$ cat config.mk
export PLATFORM = sky130hd
export DESIGN_NAME = ums_sequencer
export DESIGN_NICKNAME = d
export VERILOG_FILES = /design/src/shared/ums_pkg.sv /design/src/rtl/ums_sequencer.sv
export VERILOG_INCLUDE_DIRS = /design/src /design/src/shared
export SDC_FILE = /design/constraint.sdc
export NUM_CORES = 1
export LEC_CHECK = 0
export ABC_AREA = 1
export BUFFER_PORTS_ARGS = -buffer_cell sky130_fd_sc_hd__buf_4
export CAP_MARGIN = 20
export CORE_ASPECT_RATIO = 0.8
export CORE_MARGIN = 5
export CORE_UTILIZATION = 60
export DETAILED_ROUTE_END_ITERATION = 12
export PLACE_DENSITY = 0.78
export RECOVER_POWER = 100
export SLEW_MARGIN = 5
export SYNTH_ARGS = -nofsm -noshare
export SYNTH_HDL_FRONTEND = slang
export SYNTH_SLANG_ARGS = --single-unit
$ cat constraint.sdc
create_clock -name core_clk -period 1.7 [get_ports core_clk]
set_input_delay 0.085 -clock core_clk [delete_from_list [all_inputs] [get_ports core_clk]]
set_output_delay 0.085 -clock core_clk [all_outputs]
set_load 0.005 [all_outputs]
$ cat src/shared/ums_consts.svh
// Timing figures, report codes and reset values for the upset mitigation sequencer
`ifndef UMS_CONSTS_SVH
`define UMS_CONSTS_SVH
// Reference clocks (MHz)
`define UMS_REF_MHZ        100
`define UMS_REF_SSI_MHZ    70
// Correction state figures (us), non-stacked then stacked-die
`define UMS_REP1_US        610
`define UMS_REP2U_US       25
`define UMS_ENH1_US        610
`define UMS_ENH2C_US       18790
`define UMS_ENH2U_US       9110
`define UMS_REPL_US        830
`define UMS_REP1_SSI_US    915
`define UMS_REP2U_SSI_US   70
`define UMS_ENH1_SSI_US    910
`define UMS_ENH2C_SSI_US   26900
`define UMS_ENH2U_SSI_US   13010
`define UMS_REPL_SSI_US    1220
// Quick exits and classification figures (us)
`define UMS_QUICK_US       10
`define UMS_CLS_US         750
`define UMS_CLS_SSI_US     1090
// Report layout
`define UMS_RPT_LEN        3
`define UMS_TAG_CORR       8'h43
`define UMS_TAG_CLS        8'h4b
`define UMS_CNT_W          21
`define UMS_STATUS_RST     1'b0
`endif

$ cat src/shared/ums_pkg.sv
// Types shared by the upset mitigation sequencer
package ums_pkg;
  typedef enum logic [1:0] {UMS_REPAIR, UMS_ENHANCED, UMS_REPLACE} ums_mode_t;
  typedef enum logic [1:0] {UMS_ONE_BIT, UMS_TWO_BIT, UMS_STORE_FAULT, UMS_CRC_ONLY} ums_err_t;
  typedef enum {UMS_OBSERVE, UMS_CORRECT, UMS_CORR_RPT, UMS_CLASSIFY, UMS_CLS_RPT} ums_state_t;
endpackage

$ cat src/rtl/ums_sequencer.sv
// Post-detection correction and classification sequencer with report buffer
`timescale 1ns/100ps
`default_nettype none
`include "ums_consts.svh"
module ums_sequencer #(
  parameter int unsigned REP1_CYC      = `UMS_REP1_US * `UMS_REF_MHZ,
  parameter int unsigned ENH1_CYC      = `UMS_ENH1_US * `UMS_REF_MHZ,
  parameter int unsigned ENH2C_CYC     = `UMS_ENH2C_US * `UMS_REF_MHZ,
  parameter int unsigned ENH2U_CYC     = `UMS_ENH2U_US * `UMS_REF_MHZ,
  parameter int unsigned REPL_CYC      = `UMS_REPL_US * `UMS_REF_MHZ,
  parameter int unsigned CLS_CYC       = `UMS_CLS_US * `UMS_REF_MHZ,
  parameter int unsigned REP1_SSI_CYC  = `UMS_REP1_SSI_US * `UMS_REF_SSI_MHZ,
  parameter int unsigned REP2U_SSI_CYC = `UMS_REP2U_SSI_US * `UMS_REF_SSI_MHZ,
  parameter int unsigned ENH1_SSI_CYC  = `UMS_ENH1_SSI_US * `UMS_REF_SSI_MHZ,
  parameter int unsigned ENH2C_SSI_CYC = `UMS_ENH2C_SSI_US * `UMS_REF_SSI_MHZ,
  parameter int unsigned ENH2U_SSI_CYC = `UMS_ENH2U_SSI_US * `UMS_REF_SSI_MHZ,
  parameter int unsigned REPL_SSI_CYC  = `UMS_REPL_SSI_US * `UMS_REF_SSI_MHZ,
  parameter int unsigned CLS_SSI_CYC   = `UMS_CLS_SSI_US * `UMS_REF_SSI_MHZ
) (
  input  wire logic              core_clk,        // System clock, 40 MHz
  input  wire logic              resetn,          // Async reset, active low
  input  wire logic              detectPulse,     // Scan engine found an error
  input  wire logic              eccFlag,         // Frame ECC flagged the error
  input  wire logic              multiBit,        // ECC saw more than one bit
  input  wire logic              dblRepairable,   // Enhanced checksum can fix two bits
  input  wire logic              storeFault,      // checksum_store_fault seen
  input  wire logic              essentialBit,    // Upset lies in an essential bit
  input  wire ums_pkg::ums_mode_t corrMode,       // Configured correction mode
  input  wire logic              classifyEn,      // Classification enabled
  input  wire logic              stackedDie,      // Stacked-die timing set
  input  wire logic              monFull,         // Monitor transmit FIFO full
  output logic                   detectReady,     // Sequencer accepts a detection
  output logic                   stCorrecting,    // In correction state
  output logic                   stClassifying,   // In classification state
  output logic                   stCorrectable,   // Last error was corrected
  output logic                   stEssential,     // Last error was essential
  output logic [7:0]             monData,         // Report byte to monitor
  output logic                   monValid         // Report byte valid
);
  import ums_pkg::*;

  localparam int unsigned REP2U_CYC = `UMS_REP2U_US * `UMS_REF_MHZ;
  localparam int unsigned QUICK_CYC = `UMS_QUICK_US * `UMS_REF_MHZ;
  localparam int unsigned QUICK_SSI_CYC = `UMS_QUICK_US * `UMS_REF_SSI_MHZ;
  localparam logic [1:0] LAST_IDX = 2'(`UMS_RPT_LEN - 1);

  ums_state_t                 state_r;
  ums_state_t                 state_nxt;
  ums_err_t                   errType_r;
  ums_mode_t                  mode_r;
  logic                       ssi_r;
  logic                       clsEn_r;
  logic                       ess_r;
  logic                       fixable_r;
  logic [`UMS_CNT_W-1:0]      cnt_r;
  logic [1:0]                 idx_r;
  logic [7:0]                 skidData_r;
  logic                       skidValid_r;
  logic                       rptValid;
  logic [7:0]                 rptData;
  logic                       push;
  logic                       lastPush;
  logic                       outFree;
  ums_err_t                   errNow;

  // Error kind from the check results; a store fault wins, otherwise anything ECC misses is CRC-only
  always_comb begin
    if (storeFault) begin
      errNow = UMS_STORE_FAULT;
    end else if (!eccFlag) begin
      errNow = UMS_CRC_ONLY;
    end else if (multiBit) begin
      errNow = UMS_TWO_BIT;
    end else begin
      errNow = UMS_ONE_BIT;
    end
  end

  function automatic logic canFix(ums_mode_t m, ums_err_t e, logic dbl);
    logic r;
    r = 1'b0;
    case (e)
      UMS_ONE_BIT:     r = 1'b1;
      UMS_TWO_BIT:     r = (m == UMS_REPLACE) || ((m == UMS_ENHANCED) && dbl);
      UMS_STORE_FAULT: r = (m == UMS_REPLACE);
      default:         r = 1'b0;
    endcase
    return r;
  endfunction

  function automatic logic [`UMS_CNT_W-1:0] sz(int unsigned v);
    return `UMS_CNT_W'(v);
  endfunction

  // Fixed correction durations; real latency scales with the clock
  function automatic logic [`UMS_CNT_W-1:0] corrCyc(ums_mode_t m, ums_err_t e, logic ok,
                                                   logic ssi);
    logic [`UMS_CNT_W-1:0] r;
    r = ssi ? sz(QUICK_SSI_CYC) : sz(QUICK_CYC);
    if (e != UMS_CRC_ONLY && !(e == UMS_STORE_FAULT && m != UMS_REPLACE)) begin
      case (m)
        UMS_REPLACE: r = ssi ? sz(REPL_SSI_CYC) : sz(REPL_CYC);
        UMS_ENHANCED: begin
          if (e == UMS_ONE_BIT) begin
            r = ssi ? sz(ENH1_SSI_CYC) : sz(ENH1_CYC);
          end else if (ok) begin
            r = ssi ? sz(ENH2C_SSI_CYC) : sz(ENH2C_CYC);
          end else begin
            r = ssi ? sz(ENH2U_SSI_CYC) : sz(ENH2U_CYC);
          end
        end
        default: begin
          if (e == UMS_ONE_BIT) begin
            r = ssi ? sz(REP1_SSI_CYC) : sz(REP1_CYC);
          end else begin
            r = ssi ? sz(REP2U_SSI_CYC) : sz(REP2U_CYC);
          end
        end
      endcase
    end
    return r;
  endfunction

  // Long pass only when corrected and enabled
  function automatic logic [`UMS_CNT_W-1:0] clsCyc(logic ok, logic en, logic ssi);
    logic [`UMS_CNT_W-1:0] r;
    if (ok && en) begin
      r = ssi ? sz(CLS_SSI_CYC) : sz(CLS_CYC);
    end else begin
      r = ssi ? sz(QUICK_SSI_CYC) : sz(QUICK_CYC);
    end
    return r;
  endfunction

  // Report bytes: tag, kind and mode, outcome
  always_comb begin
    rptValid = (state_r == UMS_CORR_RPT) || (state_r == UMS_CLS_RPT);
    case (idx_r)
      2'h0:    rptData = (state_r == UMS_CORR_RPT) ? `UMS_TAG_CORR : `UMS_TAG_CLS;
      2'h1:    rptData = {2'h0, ssi_r, clsEn_r, 2'(mode_r), 2'(errType_r)};
      default: rptData = {6'h00, ess_r, fixable_r};
    endcase
  end

  assign push     = rptValid && !skidValid_r;
  assign lastPush = push && (idx_r == LAST_IDX);
  assign outFree  = !monValid || !monFull;

  always_comb begin
    state_nxt = state_r;
    case (state_r)
      UMS_OBSERVE:  if (detectPulse) state_nxt = UMS_CORRECT;
      UMS_CORRECT:  if (cnt_r == sz(1)) state_nxt = UMS_CORR_RPT;
      UMS_CORR_RPT: if (lastPush) state_nxt = UMS_CLASSIFY;
      UMS_CLASSIFY: if (cnt_r == sz(1)) state_nxt = UMS_CLS_RPT;
      UMS_CLS_RPT:  if (lastPush) state_nxt = UMS_OBSERVE;
      default:      state_nxt = UMS_OBSERVE;
    endcase
  end

  always_ff @(posedge core_clk or negedge resetn) begin
    if (!resetn) begin
      state_r <= UMS_OBSERVE;
    end else begin
      state_r <= state_nxt;
    end
  end

  // Capture the error as it is accepted
  always_ff @(posedge core_clk or negedge resetn) begin
    if (!resetn) begin
      errType_r <= UMS_ONE_BIT;
      mode_r    <= UMS_REPAIR;
      ssi_r     <= 1'b0;
      clsEn_r   <= 1'b0;
      ess_r     <= 1'b0;
      fixable_r <= 1'b0;
    end else if (state_r == UMS_OBSERVE && detectPulse) begin
      errType_r <= errNow;
      mode_r    <= corrMode;
      ssi_r     <= stackedDie;
      clsEn_r   <= classifyEn;
      fixable_r <= canFix(corrMode, errNow, dblRepairable);
      // Without a corrected, classified error it must count as essential
      ess_r     <= !(canFix(corrMode, errNow, dblRepairable) && classifyEn)
                   || essentialBit;
    end
  end

  always_ff @(posedge core_clk or negedge resetn) begin
    if (!resetn) begin
      cnt_r <= '0;
    end else if (state_r == UMS_OBSERVE && detectPulse) begin
      cnt_r <= corrCyc(corrMode, errNow, canFix(corrMode, errNow, dblRepairable),
                       stackedDie);
    end else if (state_r == UMS_CORR_RPT && lastPush) begin
      cnt_r <= clsCyc(fixable_r, clsEn_r, ssi_r);
    end else if (cnt_r != '0) begin
      cnt_r <= cnt_r - sz(1);
    end
  end

  always_ff @(posedge core_clk or negedge resetn) begin
    if (!resetn) begin
      idx_r <= 2'h0;
    end else if (lastPush) begin
      idx_r <= 2'h0;
    end else if (push) begin
      idx_r <= idx_r + 2'h1;
    end
  end

  // Flags change only as their state is left
  always_ff @(posedge core_clk or negedge resetn) begin
    if (!resetn) begin
      stCorrectable <= `UMS_STATUS_RST;
      stEssential   <= `UMS_STATUS_RST;
    end else begin
      if (state_r == UMS_CORR_RPT && lastPush) stCorrectable <= fixable_r;
      if (state_r == UMS_CLS_RPT && lastPush) stEssential <= ess_r;
    end
  end

  always_ff @(posedge core_clk or negedge resetn) begin
    if (!resetn) begin
      detectReady   <= 1'b1;
      stCorrecting  <= 1'b0;
      stClassifying <= 1'b0;
    end else begin
      detectReady   <= (state_nxt == UMS_OBSERVE);
      stCorrecting  <= (state_nxt == UMS_CORRECT) || (state_nxt == UMS_CORR_RPT);
      stClassifying <= (state_nxt == UMS_CLASSIFY) || (state_nxt == UMS_CLS_RPT);
    end
  end

  // Two-entry buffer: output stage plus skid; a full monitor stalls the sequencer
  always_ff @(posedge core_clk or negedge resetn) begin
    if (!resetn) begin
      monData  <= 8'h00;
      monValid <= 1'b0;
    end else if (outFree) begin
      if (skidValid_r) begin
        monData  <= skidData_r;
        monValid <= 1'b1;
      end else begin
        monData  <= rptData;
        monValid <= push;
      end
    end
  end

  always_ff @(posedge core_clk or negedge resetn) begin
    if (!resetn) begin
      skidData_r  <= 8'h00;
      skidValid_r <= 1'b0;
    end else if (skidValid_r) begin
      if (outFree) skidValid_r <= 1'b0;
    end else if (push && !outFree) begin
      skidData_r  <= rptData;
      skidValid_r <= 1'b1;
    end
  end

endmodule // ums_sequencer
`default_nettype wire

==> impl_metrics.json <==
{
  "slew_viol_final": 0,
  "synth_top_family_by_area": "simple AND/OR/NAND/NOR gates",
  "grt_pass1_vias": 3917,
  "start_util": 0.6118,
  "synth-xor-area-share": 0.02933,
  "synth.area.top_cells": "dfrtp_1 (46%), nand2_1 (11%), nor2_1 (6.1%)",
  "crit_required_ps": 1990,
  "root_buffer": "clkbuf_8",
  "max_freq_mhz": 532.8,
  "yosysSeqAreaShare": 0.4696,
  "fin_tns_setup_ps": -4276,
  "track_usage": 0.2599,
  "power.density_mw_per_mm2": 683.3,
  "viasPerCell": 5.714,
  "die_h_um": 87.28,
  "io_buffers": 25,
  "final-setup-viol-count": 42,
  "crit_path_end_kind": "register",
  "num_vias": 4354,
  "fin_util": 0.8124,
  "ys_async_sr_fraction": 1.000,
  "hold_ws_ps": 59.58,
  "yosys.cell_types.count": 47,
  "io_pins": 27,
  "synth_compound_area_frac": 0.1014,
  "antenna_found_initial": 0,
  "antennaDiodeCount": 0,
  "synth_ff_type": "dfrtp_1",
  "n_fill_cell": 439,
  "synth_common_cells": "nand2_1 (129), dfrtp_1 (83), nor2_1 (73), inv_1 (47), nand3_1 (40)",
  "grt_overflow": 0,
  "dieArea_mm2": 0.009304,
  "clock-sinks": 84,
  "grt_pass1_wl_um": 18780,
  "status": "finished with violations",
  "worstMarginPinSlew_ps": 709.2,
  "place_hpwl_um": 8342,
  "coreArea_mm2": 0.007322,
  "synth-edff-count": 0,
  "cts_tree": "done",
  "yosys.area.top_type_share": 0.4637,
  "regArea_mm2": 0.002103,
  "layout.nets": 697,
  "vdd_ir_drop_max_mv": 0.5081,
  "yosys.cell_count.top_type": "nand2_1",
  "drt_first_iter_violations": 483,
  "drc": 0,
  "layoutNonFillerInstCount": 762,
  "violations": "setup timing",
  "layout_setup_ws_ps": -176.8,
  "period_needed_ps": 1877,
  "hp-class": "in2reg",
  "place.gp.congestion": 1.017,
  "skew_ps": 11.69,
  "wire_per_inst_um": 16.82,
  "clkTransAtPathRegs_ps": 90,
  "layout_worst_path_cycle_share": 1.104,
  "worst_setup_path_start_kind": "register",
  "placed_cells": 731,
  "synthSimpleGateAreaFrac": 0.2877,
  "critPathMaxFanout": 8,
  "grt_max_degree": 30,
  "clk_latency_ps": 370,
  "syn_to_final_growth_pct": 32.79,
  "fp-row-count": 28,
  "routed_wl_um": 12820,
  "cts_buffers": 9,
  "syn_inst": 535,
  "yosys_warnings": 0,
  "syn_area_per_cell_um2": 8.373,
  "die_w_um": 106.6,
  "max_cap_viol_count": 0,
  "rsz0062_at_grt": "true",
  "ys_seq_elements": 84,
  "drive_above_1_share": 0.3229,
  "crit_type": "reg2reg",
  "arrival_ps": 2170,
  "cts_buffer_depth": 2,
  "firstDrtPassIters": 5,
  "p_leak_nw": 2.940,
  "synth_top_area_cell": "dfrtp_1",
  "slew_headroom": 0.5272,
  "synth_area_mm2": 0.004479,
  "muxShareOfSynthArea": 0,
  "drtAntennaViolNets": 0,
  "finalHoldViolations": 0,
  "synthAdderAreaFrac": 0.04469,
  "cts-htree-levels": 3,
  "multi_input_area_mm2": 0.002447
}
-- registers in the layout, indices dropped and copies added (netlist names) --
signal,count
ess_r,1
stCorrecting,1
detectReady,1
cnt_r,21
idx_r,2
state_r,32
fixable_r,1
skidData_r,7
skidValid_r,1
ssi_r,1
stEssential,1
stClassifying,1
mode_r,2
monValid,1
monData,7
clsEn_r,1
errType_r,2
stCorrectable,1
-- cell usage in the layout, fill, tap and decap left out, types with 9 or more instances in the layout --
| cell type | instances |
|---|---|
| a21oi_2 | 9 |
| buf_4 | 69 |
| buf_6 | 15 |
| clkbuf_4 | 12 |
| clkbuf_8 | 10 |
| conb_1 | 30 |
| dfrtp_1 | 83 |
| ha_1 | 14 |
| inv_1 | 46 |
| nand2_1 | 110 |
| nand2_2 | 18 |
| nand3_1 | 34 |
| nand4_1 | 10 |
| nor2_1 | 53 |
| nor2_2 | 22 |
| nor2_4 | 11 |
| o21ai_0 | 15 |
| xor2_1 | 9 |
-- layer usage --
layer	track usage	share of wire	wire length, um
met4	0.08014	0.028	361
met3	0.04596	0.084	1071
met1	0.3642	0.42	5351
met5	0	0	0
met2	0.4166	0.47	6035
-- path summary, 6_finish.rpt --
kind	startpoint	end	slack (ps)	cells after the start
setup reg to reg	state_r[0]$_DFF_PN0_	cnt_r[19]$_DFFE_PN0P_	-180	8
setup / recovery	state_r[0]$_DFF_PN0_	cnt_r[19]$_DFFE_PN0P_	-180	8
hold reg to reg	skidData_r[5]$_DFFE_PN0P_	skidData_r[5]$_DFFE_PN0P_	500	2
min in group asynchronous	resetn	monData[6]$_DFFE_PN0N_	300	2
max in group asynchronous	resetn	cnt_r[7]$_DFFE_PN0P_	300	3
hold / removal	eccFlag	errType_r[0]$_DFFE_PN0P_	60	4
-- logic make-up after synthesis --
logic type | count (synthesis)
adder cells (fa/ha/maj) | 16
AND/OR/NAND/NOR | 284
buffers and inverters | 66
AO/OA/AOI/OAI | 69
XOR/XNOR | 15
other | 1
flip-flops | 84
-- report_power, final --
part           internal [mW]  total (mW)  switching, mW
clock                  0.867        1.63          0.760
combinational          0.131       0.360          0.230
sequential              2.05        2.08         0.0271
total                   3.05        4.06           1.02
-- stage by stage --
step                      setup WS [ps]  cell area, um2  total power, mW
after floorplan                   135.0            4588            2.278
after global placement           -69.59            5280            2.425
after detailed placement         -100.2            5280            2.436
after CTS                        -67.29            5637            4.042
after global routing             -279.6            5948            4.190
final                            -176.8            5948            4.064
-- layout make-up --
type,instances,share of cell area
well taps,90,0.01893
multi-input cells,414,0.4114
repair inverters,1,0.001052
clock inverters,5,0.01430
flip-flops and latches,84,0.3536
clock buffers,10,0.02314
inverters,54,0.03702
repair buffers,104,0.1405
-- worst max-delay path, stage by stage (launching register included) --
cell and delay (ps):
dfrtp_1 430, inv_1 170, nand3_1 140, nor2_2 110
nand2_2 100, nor3_4 260, buf_6 180, nand4_1 210
a21oi_1 200
-- what timing repair did --
item | 4_1_cts | 5_1_grt
setup buffers | 4 | 8
resized for setup | 17 | 80
endpoints found under the hold margin | 41 | 0
gates cloned | 1 | 0
pin swaps | 5 | 32
setup endpoints to repair | 31 | 45
hold buffers | 4 | 0
No activity file was read; power rests on OpenSTA's default activity.
